`src/input_function_pkg.sv`:
```
// constants shared by the multifunction input decoder
package input_function_pkg;
  // ------------------------------------------------------------
  // register byte addresses
  // ------------------------------------------------------------
  localparam logic [4:0] FUNC_CODES_LO_OFFSET = 5'h00;
  localparam logic [4:0] FUNC_CODES_HI_OFFSET = 5'h04;
  localparam logic [4:0] DRIVE_CONFIG_OFFSET  = 5'h08;
  localparam logic [4:0] UPDOWN_RATE_OFFSET   = 5'h0c;
  localparam logic [4:0] FREQ_LIMIT_OFFSET    = 5'h10;
  localparam logic [4:0] DECODE_STATUS_OFFSET = 5'h14;
  localparam logic [4:0] UPDOWN_FREQ_OFFSET   = 5'h18;
  localparam logic [4:0] COMMAND_OFFSET       = 5'h1c;
  // ------------------------------------------------------------
  // field positions
  // ------------------------------------------------------------
  localparam int CFG_CMD_SRC_POS = 0;
  localparam int CFG_CTRL_MODE_POS = 2;
  localparam int CFG_COMBO_POS = 4;
  localparam int CFG_FREQ_SRC_POS = 8;
  localparam int CFG_LOGIC_PROG_POS = 16;
  localparam int CMD_ERR_RESET_POS = 0;
  localparam int STAT_ALARM_POS = 8;
  localparam int STAT_CMD_SRC_POS = 9;
  localparam int STAT_TORQUE_POS = 11;
  localparam int STAT_LOGIC_RUN_POS = 12;
  localparam int STAT_THREE_WIRE_POS = 13;
  // ------------------------------------------------------------
  // reset values
  // ------------------------------------------------------------
  localparam logic [4:0]  FUNC_CODE_RESET   = 5'h00;
  localparam logic [13:0] UPDOWN_RATE_RESET = 14'h0008;
  localparam logic [15:0] FREQ_LIMIT_RESET  = 16'h1388;
  // ------------------------------------------------------------
  // encodings
  // ------------------------------------------------------------
  localparam logic [1:0] SRC_PANEL  = 2'h0;
  localparam logic [1:0] SRC_INPUTS = 2'h1;
  localparam logic [1:0] SRC_COMM   = 2'h2;
  localparam logic [3:0] FREQ_SRC_ANALOG = 4'h2;
  localparam int FN_LAST = 29;
  // ------------------------------------------------------------
  // timing
  // ------------------------------------------------------------
  localparam int CLOCK_HZ = 50000000;
  localparam int DEBOUNCE_US = 1000;
  localparam int DEBOUNCE_CYCLES = DEBOUNCE_US * (CLOCK_HZ / 1000000);
endpackage : input_function_pkg

```
`src/input_function_decoder.sv`:
```
// multifunction digital input decoder with avalon-mm register slave
//
// Function
// an input carrying code zero never causes any action
// software sets every unused input to code zero
// codes one to four form a speed index over sixteen frequencies
// code one is index bit zero, code four is bit three
// codes five and six select one of four ramp time pairs
// any input carrying code seven selects three-wire start control
// active code eight blocks the output at once for coasting
// codes nine and ten raise and lower set frequency at configured rate
// active code eleven clears the up/down frequency to zero
// code thirteen enters dc braking at brake frequency while stopping
// code fourteen swaps panel and input command source when those selected
// logic control runs only with nonzero program and code fifteen off
// code sixteen pauses logic control at zero speed, resumes afterwards
// code seventeen picks torque control in mode zero; mode one always torque
// code eighteen swaps channel a and current term for combinations 0,2,3,5
// code nineteen closed or twenty open raises latched external stop alarm
// code twenty-one performs an error reset like the panel reset
// code twenty-two switches panel or input command source to communication
// in speed mode code twenty-three takes torque limit from channel a
// in speed mode code twenty-four takes torque limit from channel b
// code twenty-five enables forward jogging
// code twenty-six enables reverse jogging
// eight inputs decoded, each with its own freely assigned code
// every input is synchronised and debounced before decoding
// a code shared by several inputs is active when any is active
//
// The Avalon-MM slave port and the address map were chosen for this implementation.
`timescale 1ns/10ps
module input_function_decoder
  import input_function_pkg::*;
#(
  parameter int NUM_INPUTS    = 8,
  parameter int DEBOUNCE_LEN  = DEBOUNCE_CYCLES,
  parameter int STEP_DIVISOR  = CLOCK_HZ
) (
  // clock and reset
  input  wire logic        clock_in,
  input  wire logic        nrst_in,
  // avalon-mm slave
  input  wire logic [4:0]  avs_address_in,
  input  wire logic        avs_read_in,
  input  wire logic        avs_write_in,
  input  wire logic [31:0] avs_writedata_in,
  input  wire logic [3:0]  avs_byteenable_in,
  output logic      [31:0] avs_readdata_out,
  output logic             avs_waitrequest_out,
  // terminals and drive state
  input  wire logic [7:0]  multifunction_input_in,
  input  wire logic        decel_to_stop_in,
  input  wire logic        at_brake_freq_in,
  // decoded drive actions
  output logic      [3:0]  speed_index_out,
  output logic      [1:0]  ramp_set_out,
  output logic             three_wire_mode_out,
  output logic             coast_stop_out,
  output logic      [15:0] updown_freq_out,
  output logic             dc_brake_now_out,
  output logic      [1:0]  command_source_out,
  output logic             logic_run_out,
  output logic             zero_speed_out,
  output logic             torque_mode_out,
  output logic             analog_swap_out,
  output logic             torque_limit_a_out,
  output logic             torque_limit_b_out,
  output logic             external_stop_alarm_out,
  output logic             error_reset_out,
  output logic             jog_forward_out,
  output logic             jog_reverse_out
);
  localparam int CW = $clog2(DEBOUNCE_LEN + 1);
  localparam int FW = $clog2(STEP_DIVISOR) + 1;

  if (NUM_INPUTS != 8 || DEBOUNCE_LEN < 2 || STEP_DIVISOR <= 16383) begin : g_bad_params
    $error("input_function_decoder: unsupported parameter values");
  end

  typedef struct packed {
    logic [7:0]          sync1, sync2, stable;
    logic [7:0][CW-1:0]  cnt;
    logic [7:0][4:0]     codes;
    logic [1:0]          cmd_cfg;
    logic                mode_cfg;
    logic [2:0]          combo_cfg;
    logic [3:0]          fsrc_cfg;
    logic [7:0]          prog_cfg;
    logic [13:0]         rate;
    logic [15:0]         flimit;
    logic [FW-1:0]       frac;
    logic [15:0]         ufreq;
    logic                alarm, reset_prev, ack;
    logic [31:0]         rdata;
    logic [3:0]          speed_idx;
    logic [1:0]          ramp;
    logic                three_wire, coast, dc_brake;
    logic [1:0]          cmd_src;
    logic                logic_run, zero_speed, torque, swap;
    logic                tlim_a, tlim_b, err_reset, jog_f, jog_r;
  } state_t;

  state_t state_reg;
  state_t state_next;

  // ------------------------------------------------------------
  // helpers
  // ------------------------------------------------------------
  function automatic logic [31:0] decode_functions(input logic [7:0] lvl, input logic [7:0][4:0] codes);
    logic [31:0] f;
    f = 32'h0;
    for (int i = 0; i < 8; i++) begin
      if (codes[i] != 5'h00 && codes[i] <= 5'(FN_LAST)) begin                // see R1
        f[codes[i]] = f[codes[i]] | ((codes[i] == 5'h14) ? ~lvl[i] : lvl[i]); // see R25
      end
    end
    return f;
  endfunction : decode_functions

  function automatic logic [31:0] merge_bytes(input logic [31:0] old, input logic [31:0] wd, input logic [3:0] be);
    logic [31:0] m;
    m = old;
    for (int b = 0; b < 4; b++) begin
      if (be[b]) begin
        m[8*b +: 8] = wd[8*b +: 8];
      end
    end
    return m;
  endfunction : merge_bytes

  logic [31:0] fn;
  logic [31:0] cfg_word;
  logic [31:0] codes_lo;
  logic [31:0] codes_hi;
  assign fn = decode_functions(state_reg.stable, state_reg.codes);
  assign cfg_word = {8'h00, state_reg.prog_cfg, 4'h0, state_reg.fsrc_cfg, 1'b0, state_reg.combo_cfg,
                     1'b0, state_reg.mode_cfg, state_reg.cmd_cfg};
  assign codes_lo = {3'h0, state_reg.codes[3], 3'h0, state_reg.codes[2], 3'h0, state_reg.codes[1],
                     3'h0, state_reg.codes[0]};
  assign codes_hi = {3'h0, state_reg.codes[7], 3'h0, state_reg.codes[6], 3'h0, state_reg.codes[5],
                     3'h0, state_reg.codes[4]};

  // ------------------------------------------------------------
  // next state
  // ------------------------------------------------------------
  always_comb begin
    logic [31:0] w;
    logic        access;
    logic        sw_reset;
    logic        torque_now;
    logic        logic_enabled;
    w = 32'h0;
    access = (avs_read_in || avs_write_in) && !state_reg.ack;
    sw_reset = 1'b0;
    logic_enabled = (state_reg.prog_cfg != 8'h00) && !fn[15];
    torque_now = state_reg.mode_cfg || fn[17];
    state_next = state_reg;

    // synchronise and debounce the terminals
    state_next.sync1 = multifunction_input_in;
    state_next.sync2 = state_reg.sync1;
    for (int i = 0; i < 8; i++) begin
      if (state_reg.sync2[i] != state_reg.stable[i]) begin
        if (state_reg.cnt[i] == CW'(DEBOUNCE_LEN - 1)) begin
          state_next.stable[i] = state_reg.sync2[i];
          state_next.cnt[i] = '0;
        end else begin
          state_next.cnt[i] = state_reg.cnt[i] + CW'(1);
        end
      end else begin
        state_next.cnt[i] = '0;
      end
    end

    // avalon slave: one wait cycle, then answer
    state_next.ack = access;
    if (access && avs_write_in) begin
      unique case (avs_address_in)
        FUNC_CODES_LO_OFFSET: begin
          w = merge_bytes(codes_lo, avs_writedata_in, avs_byteenable_in);
          for (int i = 0; i < 4; i++) begin
            state_next.codes[i] = w[8*i +: 5];
          end
        end
        FUNC_CODES_HI_OFFSET: begin
          w = merge_bytes(codes_hi, avs_writedata_in, avs_byteenable_in);
          for (int i = 0; i < 4; i++) begin
            state_next.codes[i+4] = w[8*i +: 5];
          end
        end
        DRIVE_CONFIG_OFFSET: begin
          w = merge_bytes(cfg_word, avs_writedata_in, avs_byteenable_in);
          state_next.cmd_cfg = w[CFG_CMD_SRC_POS +: 2];
          state_next.mode_cfg = w[CFG_CTRL_MODE_POS];
          state_next.combo_cfg = w[CFG_COMBO_POS +: 3];
          state_next.fsrc_cfg = w[CFG_FREQ_SRC_POS +: 4];
          state_next.prog_cfg = w[CFG_LOGIC_PROG_POS +: 8];
        end
        UPDOWN_RATE_OFFSET: begin
          w = merge_bytes({18'h0, state_reg.rate}, avs_writedata_in, avs_byteenable_in);
          state_next.rate = w[13:0];
        end
        FREQ_LIMIT_OFFSET: begin
          w = merge_bytes({16'h0, state_reg.flimit}, avs_writedata_in, avs_byteenable_in);
          state_next.flimit = w[15:0];
        end
        COMMAND_OFFSET: begin
          sw_reset = avs_byteenable_in[0] && avs_writedata_in[CMD_ERR_RESET_POS];
        end
        default: ;
      endcase
    end
    if (access && avs_read_in) begin
      unique case (avs_address_in)
        FUNC_CODES_LO_OFFSET: state_next.rdata = codes_lo;
        FUNC_CODES_HI_OFFSET: state_next.rdata = codes_hi;
        DRIVE_CONFIG_OFFSET:  state_next.rdata = cfg_word;
        UPDOWN_RATE_OFFSET:   state_next.rdata = {18'h0, state_reg.rate};
        FREQ_LIMIT_OFFSET:    state_next.rdata = {16'h0, state_reg.flimit};
        DECODE_STATUS_OFFSET: state_next.rdata = {18'h0, state_reg.three_wire, state_reg.logic_run,
                                                  state_reg.torque, state_reg.cmd_src, state_reg.alarm,
                                                  state_reg.stable};
        UPDOWN_FREQ_OFFSET:   state_next.rdata = {16'h0, state_reg.ufreq};
        default:              state_next.rdata = 32'h0;
      endcase
    end

    // decoded actions
    state_next.speed_idx = {fn[4], fn[3], fn[2], fn[1]};                     // see R3
    state_next.ramp = {fn[6], fn[5]};
    state_next.three_wire = fn[7] || (|{state_reg.codes[0] == 5'h07, state_reg.codes[1] == 5'h07,
                            state_reg.codes[2] == 5'h07, state_reg.codes[3] == 5'h07,
                            state_reg.codes[4] == 5'h07, state_reg.codes[5] == 5'h07,
                            state_reg.codes[6] == 5'h07, state_reg.codes[7] == 5'h07});
    state_next.coast = fn[8];
    state_next.dc_brake = decel_to_stop_in && at_brake_freq_in && fn[13];
    state_next.cmd_src = state_reg.cmd_cfg;
    if ((state_reg.cmd_cfg == SRC_PANEL || state_reg.cmd_cfg == SRC_INPUTS) && fn[22]) begin
      state_next.cmd_src = SRC_COMM;
    end else if ((state_reg.cmd_cfg == SRC_PANEL || state_reg.cmd_cfg == SRC_INPUTS) && fn[14]) begin
      state_next.cmd_src = (state_reg.cmd_cfg == SRC_PANEL) ? SRC_INPUTS : SRC_PANEL;
    end
    state_next.logic_run = logic_enabled && !fn[16];
    state_next.zero_speed = logic_enabled && fn[16];
    state_next.torque = torque_now;
    state_next.swap = fn[18] && (state_reg.fsrc_cfg == FREQ_SRC_ANALOG)
                      && (state_reg.combo_cfg == 3'h0 || state_reg.combo_cfg == 3'h2
                          || state_reg.combo_cfg == 3'h3 || state_reg.combo_cfg == 3'h5);
    state_next.tlim_a = !torque_now && fn[23];
    state_next.tlim_b = !torque_now && fn[24];
    state_next.jog_f = fn[25];
    state_next.jog_r = fn[26];

    // error reset and latched alarm, a new error wins over the reset
    state_next.reset_prev = fn[21];
    state_next.err_reset = (fn[21] && !state_reg.reset_prev) || sw_reset;
    if (fn[19] || fn[20]) begin
      state_next.alarm = 1'b1;
    end else if (state_reg.err_reset) begin
      state_next.alarm = 1'b0;
    end

    // up/down frequency trim in 0.01 hz steps
    if (fn[11]) begin
      state_next.ufreq = 16'h0;
      state_next.frac = '0;
    end else if (fn[9] != fn[10]) begin
      if (state_reg.frac + FW'(state_reg.rate) >= FW'(STEP_DIVISOR)) begin
        state_next.frac = state_reg.frac + FW'(state_reg.rate) - FW'(STEP_DIVISOR);
        if (fn[9] && state_reg.ufreq < state_reg.flimit) begin
          state_next.ufreq = state_reg.ufreq + 16'h1;
        end else if (fn[10] && state_reg.ufreq != 16'h0) begin
          state_next.ufreq = state_reg.ufreq - 16'h1;
        end
      end else begin
        state_next.frac = state_reg.frac + FW'(state_reg.rate);
      end
    end
    if (state_next.ufreq > state_reg.flimit) begin
      state_next.ufreq = state_reg.flimit;
    end
  end

  // ------------------------------------------------------------
  // state register
  // ------------------------------------------------------------
  always_ff @(posedge clock_in or negedge nrst_in) begin
    if (!nrst_in) begin
      state_reg <= '0;
      state_reg.codes <= {8{FUNC_CODE_RESET}};
      state_reg.rate <= UPDOWN_RATE_RESET;
      state_reg.flimit <= FREQ_LIMIT_RESET;
    end else begin
      state_reg <= state_next;
    end
  end

  // ------------------------------------------------------------
  // outputs
  // ------------------------------------------------------------
  assign avs_waitrequest_out     = (avs_read_in || avs_write_in) && !state_reg.ack;
  assign avs_readdata_out        = state_reg.rdata;
  assign speed_index_out         = state_reg.speed_idx;
  assign ramp_set_out            = state_reg.ramp;
  assign three_wire_mode_out     = state_reg.three_wire;
  assign coast_stop_out          = state_reg.coast;
  assign updown_freq_out         = state_reg.ufreq;
  assign dc_brake_now_out        = state_reg.dc_brake;
  assign command_source_out      = state_reg.cmd_src;
  assign logic_run_out           = state_reg.logic_run;
  assign zero_speed_out          = state_reg.zero_speed;
  assign torque_mode_out         = state_reg.torque;
  assign analog_swap_out         = state_reg.swap;
  assign torque_limit_a_out      = state_reg.tlim_a;
  assign torque_limit_b_out      = state_reg.tlim_b;
  assign external_stop_alarm_out = state_reg.alarm;
  assign error_reset_out         = state_reg.err_reset;
  assign jog_forward_out         = state_reg.jog_f;
  assign jog_reverse_out         = state_reg.jog_r;
endmodule : input_function_decoder

```
`config.mk`:
```
export PLATFORM = sky130hd
export DESIGN_NAME = input_function_decoder
export DESIGN_NICKNAME = d
export VERILOG_FILES = /design/src/input_function_pkg.sv /design/src/input_function_decoder.sv
export SDC_FILE = /design/constraint.sdc
export NUM_CORES = 1
export LEC_CHECK = 0
export ABC_CLOCK_PERIOD_IN_PS = 24900
export BUFFER_PORTS_ARGS = -buffer_cell sky130_fd_sc_hd__buf_2
export CAP_MARGIN = 20
export CORE_ASPECT_RATIO = 1.2
export CORE_MARGIN = 2
export CORE_UTILIZATION = 35
export DETAILED_ROUTE_END_ITERATION = 10
export SLEW_MARGIN = 30
export SYNTH_ARGS = -nofsm -noshare
export SYNTH_HDL_FRONTEND = slang
export SYNTH_SLANG_ARGS = --single-unit
```
`constraint.sdc`:
```
create_clock -name clock_in -period 24.9 [get_ports clock_in]
set_input_delay 3.735 -clock clock_in [delete_from_list [all_inputs] [get_ports clock_in]]
set_output_delay 3.735 -clock clock_in [all_outputs]
set_load 0.01 [all_outputs]
```
==> flow_summary_export.csv, run 1 <==
group,metric,value,unit
sta,timing.final.setup_violations,0,
worst_setup_path,setup.reg_to_reg.worst_slack,12490,ps
worst_setup_path,cp_data_arrival_time,12930,ps
worst_setup_path,cp-end-kind,"flop",
drt,drc,0,
drt,total_via_count_in_the_routed_design,23620,
drt,drt-total-wl,84440,um
global_routing,grt_first_pass_wirelength,132100,um
global_routing,grt_max_degree,96,
synth,synth_seq_cells,335,
sta,final.min_clock_period,12410,ps
drt,initial_drt_markers,2512,
placed_design,gp_congestion,0.9948,
drt,drt-vias-per-instance,5.934,
hold_path,min_from,"state_next[322]",
layout,seq_area,0.008391,mm^2
power_and_ir_drop,power_switching_share,0.3694,
clock_tree,post_cts.repair.setup_buffers,0,
layout,areaGrowthSynthToFinish,9.763,%
synth,yosys_most_used_dff,"dfrtp_1",
run,drv_cap,0,
sta,maxClockFrequency,0.08059,GHz
worst_setup_path,cp_data_required_time,25430,ps
synth,synth_area_per_cell,8.192,um^2
floorplanning,starting_density_of_the_core,0.3517,
global_routing,gr-usage-all-layers,0.2277,
floorplanning,chipHeight,296.0,um
floorplanning,chipWidth,247.3,um
clock_tree,cts-root-to-sink-buffers,3,
worst_setup_path,crit_reg_reg_startpoint,"codes_lo[1]",
synth,syn_inst,3035,
sta,worst_clock_skew,53.86,ps
drt,wl_per_cell,21.22,um
clock_tree,clock_input_transition_at_the_sequential_cells_of_the_worst_setup_and_hold_paths,60,ps
synth,seq_area_frac_synth,0.3375,
layout,post_route_cells_drive_above_1_share,0.1365,
power_and_ir_drop,ir_drop,0.04904,mV
global_routing,antenna_violations_before_repair,3,
clock_tree,cts_inserted_buffers,39,
worst_setup_path,worst-path-max-fanout,42,
power_and_ir_drop,netSwitchingPower,0.6432,mW
power_and_ir_drop,total_leakage_power,11.26,nW
layout,layout.filler_cells,7295,
layout,area_occupied_by_multi_input_gates,0.01521,mm^2
sta,slew_headroom,0.3411,
worst_setup_path,r2r.worst_path.cells,42,
worst_setup_path,crit_top_cell,"o21ai_0",
worst_setup_path,worst_path_largest_cell_delay,770,ps
sta,setup_repair_after_global_routing_missed_its_margin,"no",
placed_design,dp_hpwl,62020,um
worst_setup_path,slowest_stage,"a32oi_2",
clock_tree,cts_tree,"built",
sta,worstMarginPinSlew,988.4,ps
worst_setup_path,startpoint_type,"flop",
power_and_ir_drop,power.internal,1.098,mW
clock_tree,cts.sink_count,335,
floorplanning,fp.coreArea,0.07069,mm^2
global_routing,grt_pass1_vias,22850,
sta,post-route-period-util,0.4983,
power_and_ir_drop,pnr_total_power,1.741,mW
layout,final_nets,3137,
clock_tree,ctsHoldBuffers,0,
synth,async_set_or_reset_register_ratio_after_synthesis,1.000,
placed_design,place.port_buffers,118,
worst_setup_path,worstReg2RegEnd,"updown_freq_out[1]",
synth,yosysUniqueCellTypes,112,
clock_tree,h_tree_levels,2,
layout,max_ffs_per_register,203,
worst_setup_path,worstSetupPathType,"reg -> reg",
floorplanning,placement_rows,107,
power_and_ir_drop,flop_pwr_share,0.375,
power_and_ir_drop,power.density_cell_area,63.80,mW/mm^2
hold_path,timing.hold.worst_endpoint,"state_reg[322]",
synth,synth_enable_flop_cells,0,
power_and_ir_drop,power.clock.fraction,0.344,
worst_setup_path,crit_path_start,"codes_lo[1]",
floorplanning,floorplan.io_pins,125,
power_and_ir_drop,pwr-share-comb,0.280,
global_routing,globalRouteOverflowTotal,0,
layout,num_antenna_cells,0,
hold_path,timing.hold.worst_path_depth,0,
drt,drt_pass1_iterations,8,
drt,ant_nets,0,
outcome,outcome,"complete, no violations",
synth,synth_warnings,0,
synth,netlist_area,0.02486,mm^2
clock_tree,ctsRootBufferMaster,"clkbuf_16",
clock_tree,clk-insertion-delay-late,620,ps
hold_path,hold_path_class,"reg -> reg",
floorplanning,die-area,0.07320,mm^2
sta,setup_tns,0,ps
sta,final-hold-violation-count,0,
clock_tree,post_cts_resize_count,0,
sta,timing_max_transition_violations_final,0,
## worst max-delay path: cells and delay by family (launching register included)
family	cells	cell delay (ps)
buffers and inverters	1	450
adders and majority gates	1	310
xor gates and xnor gates	1	200
and+or+nand+nor	12	2860
muxes	1	240
DFF	1	740
AOI/OAI and AO/OA	26	7490
## metal layers
layer	share of wire	GRT usage	vias to the layer above
li1	-	-	10870
met5	0.00049	0	-
met2	0.47	0.3790	1070
met1	0.41	0.2910	11430
met4	0.050	0.1056	6
met3	0.070	0.03312	244
## how the worst max path moves through the flow
stage / depth (start not counted) / end / slack [ps]
3_5_place_dp: 42 / updown_freq_out[5] / 12880
3_3_place_gp: 42 / updown_freq_out[9] / 12680
2_1_floorplan: 44 / updown_freq_out[10] / 16130
6_report: 42 / updown_freq_out[1] / 12490
4_1_cts: 42 / updown_freq_out[8] / 12790
5_1_grt: 42 / updown_freq_out[10] / 11570
## cells in the final DEF, fill, tap and decap left out, drive strengths merged, types with 17 or more instances in the layout
master  instances
nor3b          17
o22ai          24
mux2           98
clkbuf         46
inv            67
o21ai         152
a211oi         30
buf           162
a21o           22
xnor2          99
nand2b         44
o21bai         17
dfrtp         329
nand4          36
nor2          409
nand3         122
and2           34
or2            26
ha             57
a22oi          42
or3            25
nand2         343
xor2           97
nor3          117
o211ai         38
a21oi         135
o31ai          26
nor4           25
nor2b          37
and3           53
mux2i          20
a31oi          34
## stage by stage
stage	utilization	worst slack (ps)	instance area, um^2	hold slack [ps]	std cells
5_1_grt	0.3861	11570	27290	363.6	3980
3_3_place_gp	0.3666	12680	25920	336.9	3909
4_1_cts	0.3859	12790	27280	348.5	3980
3_5_place_dp	0.3668	12880	25930	337.0	3909
2_1_floorplan	-	16130	24870	331.2	3037
6_report	0.3861	12490	27290	346.7	3980
## cells by family after synthesis
kind of cell               Yosys count  synth area share
AOI/OAI and AO/OA                  701            0.1959
xor gates and xnor gates           196           0.07040
adders and majority gates           58           0.02949
buffers and inverters              282           0.05349
DFF                                335            0.3375
muxes                              121           0.05515
other                                1         0.0001508
and+or+nand+nor                   1341            0.2580
## cells in the mapped netlist, types with 9 or more instances
master     count  area (um^2)
nor2_1       407         1528
nand2_1      342         1284
dfrtp_1      329         8233
o21ai_0      141        705.7
a21oi_1      132        660.6
clkbuf_1     122        457.9
nand3_1      121        605.6
nor3_1       117        585.6
mux2_2        98         1104
xnor2_1       98        858.3
xor2_1        95        832.1
inv_1         64        240.2
buf_4         58        435.4
ha_1          57        713.2
and3_1        53        331.6
nand2b_1      44        275.3
a22oi_1       41        307.8
nand4_1       36        225.2
nor2b_1       36        225.2
o211ai_1      36        270.3
a31oi_1       34        212.7
and2_1        32        200.2
a211oi_1      27        202.7
o31ai_1       26        195.2
or2_2         26        162.7
o22ai_1       24        150.1
or3_1         24        150.1
nor4_1        23        143.9
a21o_1        22        165.2
mux2i_1       20        200.2
buf_2         19        95.09
o21bai_1      17        127.6
nor3b_1       15        112.6
buf_1         13        48.80
nand3b_1      13        97.59
nor4b_1       13        113.9
o21a_1        13        97.59
a221oi_1      11        96.34
a21boi_0      10        75.07
o32ai_1       10        87.58
a222oi_1       9        90.09
o2111ai_1      9        78.83
o221ai_1       9        78.83
## layout make-up
class	count	share of cell area
clock buffers	46	0.03856
clock inverters	25	0.01091
inverters	66	0.009078
multi-input cells	2420	0.5573
flip-flops and latches	335	0.3074
well taps	926	0.04245
repair buffers	162	0.03425
## power groups by stage
stage	clock network, mW	logic [mW]	registers, mW
2_1_floorplan	0	0.358	0.624
3_3_place_gp	0	0.475	0.660
3_5_place_dp	0	0.477	0.661
4_1_cts	0.618	0.480	0.651
5_1_grt	0.638	0.536	0.658
6_report	0.600	0.488	0.653
Note: power is estimated with default switching activity, not from simulation.
==> run 2, diff against run 1 <==
ABC_CLOCK_PERIOD_IN_PS = 11900   (was 24900)
clock period = 11.9 ns   (was 24.9 ns; I/O delays follow)
==> run 2 against run 1 <==
Against the previous run: non-clock buffer count rose by 20; first-iteration DRC count rose by 0.92%; sequential power rose by 110%; register-to-register slack got worse by 12000 ps; flip-flop and latch count did not move; final cell count rose by 0.45%; via count rose by 0.14%; critical path type unchanged; largest cell class unchanged.
==> flow_summary_export.csv, run 2 (synthesis gave the netlist of run 1 again) <==
group,metric,value,unit
outcome,outcome,"complete, no violations",
worst_setup_path,worstSetupPathType,"reg -> reg",
worst_setup_path,startpoint_type,"flop",
floorplanning,floorplan.io_pins,125,
clock_tree,cts-root-to-sink-buffers,3,
clock_tree,ctsRootBufferMaster,"clkbuf_16",
sta,post-route-period-util,0.9319,
layout,max_ffs_per_register,203,
hold_path,min_from,"state_next[329]",
floorplanning,chipHeight,296.0,um
clock_tree,cts_tree,"built",
hold_path,timing.hold.worst_path_depth,0,
worst_setup_path,crit_reg_reg_startpoint,"codes_lo[9]",
worst_setup_path,timing.critical_path.buf_inv,3,
clock_tree,cts_inserted_buffers,39,
worst_setup_path,worst_path_largest_cell_delay,650,ps
drt,drt-total-wl,85490,um
layout,most-common-layout-cells,"nor2_1, nand2_1, dfrtp_1, o21ai_0, a21oi_1",
power_and_ir_drop,power.density_cell_area,131.2,mW/mm^2
sta,worstMarginPinSlew,960.9,ps
layout,areaGrowthSynthToFinish,9.989,%
floorplanning,die-area,0.07320,mm^2
worst_setup_path,setup.reg_to_reg.worst_slack,810,ps
floorplanning,placement_rows,107,
run,drv_cap,0,
drt,drt-vias-per-instance,5.915,
drt,ant_nets,0,
drt,drc,0,
clock_tree,clock_input_transition_at_the_sequential_cells_of_the_worst_setup_and_hold_paths,60,ps
global_routing,gr-usage-all-layers,0.2311,
layout,final_nets,3157,
global_routing,globalRouteOverflowTotal,0,
sta,setup_tns,0,ps
worst_setup_path,worst-path-max-fanout,30,
power_and_ir_drop,total_leakage_power,11.34,nW
floorplanning,chipWidth,247.3,um
sta,timing.final.setup_violations,0,
global_routing,antenna_violations_before_repair,2,
worst_setup_path,timing.critical_path.max_delay_family,"compound AO/OA/AOI/OAI gates",
global_routing,grt_first_pass_wirelength,133100,um
hold_path,hold_path_class,"reg -> reg",
sta,setup_repair_after_global_routing_missed_its_margin,"no",
sta,final-hold-violation-count,0,
sta,slew_headroom,0.3429,
placed_design,place.port_buffers,118,
floorplanning,fp.coreArea,0.07069,mm^2
drt,wl_per_cell,21.38,um
power_and_ir_drop,ir_drop,0.1024,mV
worst_setup_path,cp-end-kind,"flop",
clock_tree,clk-insertion-delay-late,610,ps
worst_setup_path,cp_data_arrival_time,11600,ps
worst_setup_path,r2r.worst_path.cells,39,
clock_tree,ctsHoldBuffers,0,
worst_setup_path,worstReg2RegEnd,"updown_freq_out[13]",
layout,post-route-cell-area,0.02735,mm^2
sta,worst_clock_skew,32.69,ps
hold_path,timing.hold.worst_endpoint,"state_reg[329]",
drt,total_via_count_in_the_routed_design,23650,
global_routing,grt_pass1_vias,22740,
sta,timing_max_transition_violations_final,0,
clock_tree,h_tree_levels,2,
layout,layout.cells.most_common,"nor2_1",
floorplanning,starting_density_of_the_core,0.3517,
drt,drt_pass1_iterations,7,
worst_setup_path,cp_data_required_time,12410,ps
sta,final.min_clock_period,11090,ps
clock_tree,cts.sink_count,335,
placed_design,gp_congestion,0.9780,
placed_design,placed_cell_area,0.02607,mm^2
layout,post_route_cells_drive_above_1_share,0.1387,
global_routing,grt_max_degree,104,
worst_setup_path,slowest_stage,"dfrtp_1",
layout,num_antenna_cells,0,
placed_design,dp_hpwl,63580,um
sta,maxClockFrequency,0.09018,GHz
drt,initial_drt_markers,2535,
-- run 2: changes by cell type in the layout (fill, tap and decap cells not counted), moves of 2 or more --
cell / before / now
buf_4: 43 / 63
bufinv_16: 3 / 1
clkbuf_1: 2 / 8
clkinvlp_4: 7 / 1
nor4_1: 21 / 23
nor4_2: 3 / 1
-- run 2: per-stage QoR --
stage | worst slack [ps] | cells | hold WS (ps) | power (mW) | utilization
floorplan | 3131 | 3037 | 331.2 | 2.055 | -
global placement | 1141 | 3929 | 335.0 | 2.383 | 0.3688
detailed placement | 1031 | 3929 | 336.2 | 2.390 | 0.3688
CTS | 962.6 | 3998 | 345.1 | 3.604 | 0.3867
global route | 146.5 | 3998 | 350.5 | 3.788 | 0.3869
finish | 810.8 | 3998 | 343.7 | 3.588 | 0.3869
-- run 2: worst max-delay path by stage --
stage / startpoint / depth (start not counted) / to
floorplan: codes_lo[10] / 44 / updown_freq_out[10]
global placement: codes_lo[9] / 38 / updown_freq_out[7]
detailed placement: codes_lo[9] / 39 / updown_freq_out[13]
CTS: codes_lo[9] / 39 / updown_freq_out[13]
global route: codes_lo[9] / 42 / updown_freq_out[8]
finish: codes_lo[9] / 39 / updown_freq_out[13]
-- run 2: timing repair --
action	CTS	global route
gates resized for setup	0	1
setup endpoints to repair	0	2
setup buffers	0	0
-- run 2: worst reg2reg max path: cells and delay by family (launching register included) --
family / cells / cell delay [ps]
DFF: 1 / 650
AOI/OAI and AO/OA: 19 / 5630
and+or+nand+nor: 13 / 3050
adders and majority gates: 1 / 300
buffers and inverters: 3 / 810
xor gates and xnor gates: 3 / 570
-- run 2: area by class of cell --
class,instances,area [um^2]
Clock inverter,17,188.9
Fill cell,7305,43340
Sequential cell,335,8391
Multi-Input combinational cell,2420,15200
Tap cell,926,1159
Clock buffer,52,1075
Inverter,66,247.7
Timing Repair Buffer,182,1085
-- run 2: report_power, final --
part | internal [mW] | leakage [nW] | switching, mW | total [mW]
registers | 1.23 | 4.49 | 0.150 | 1.38
logic | 0.361 | 6.23 | 0.656 | 1.02
clock network | 0.669 | 0.621 | 0.524 | 1.19
total | 2.26 | 11.3 | 1.33 | 3.59
-- run 2: per-layer routing --
metal	vias to the layer above	part of all wire	track usage
met5	-	0.00025	0
met4	4	0.053	0.1167
met3	264	0.072	0.03837
met2	1075	0.46	0.3748
met1	11390	0.41	0.2967
li1	10920	-	-
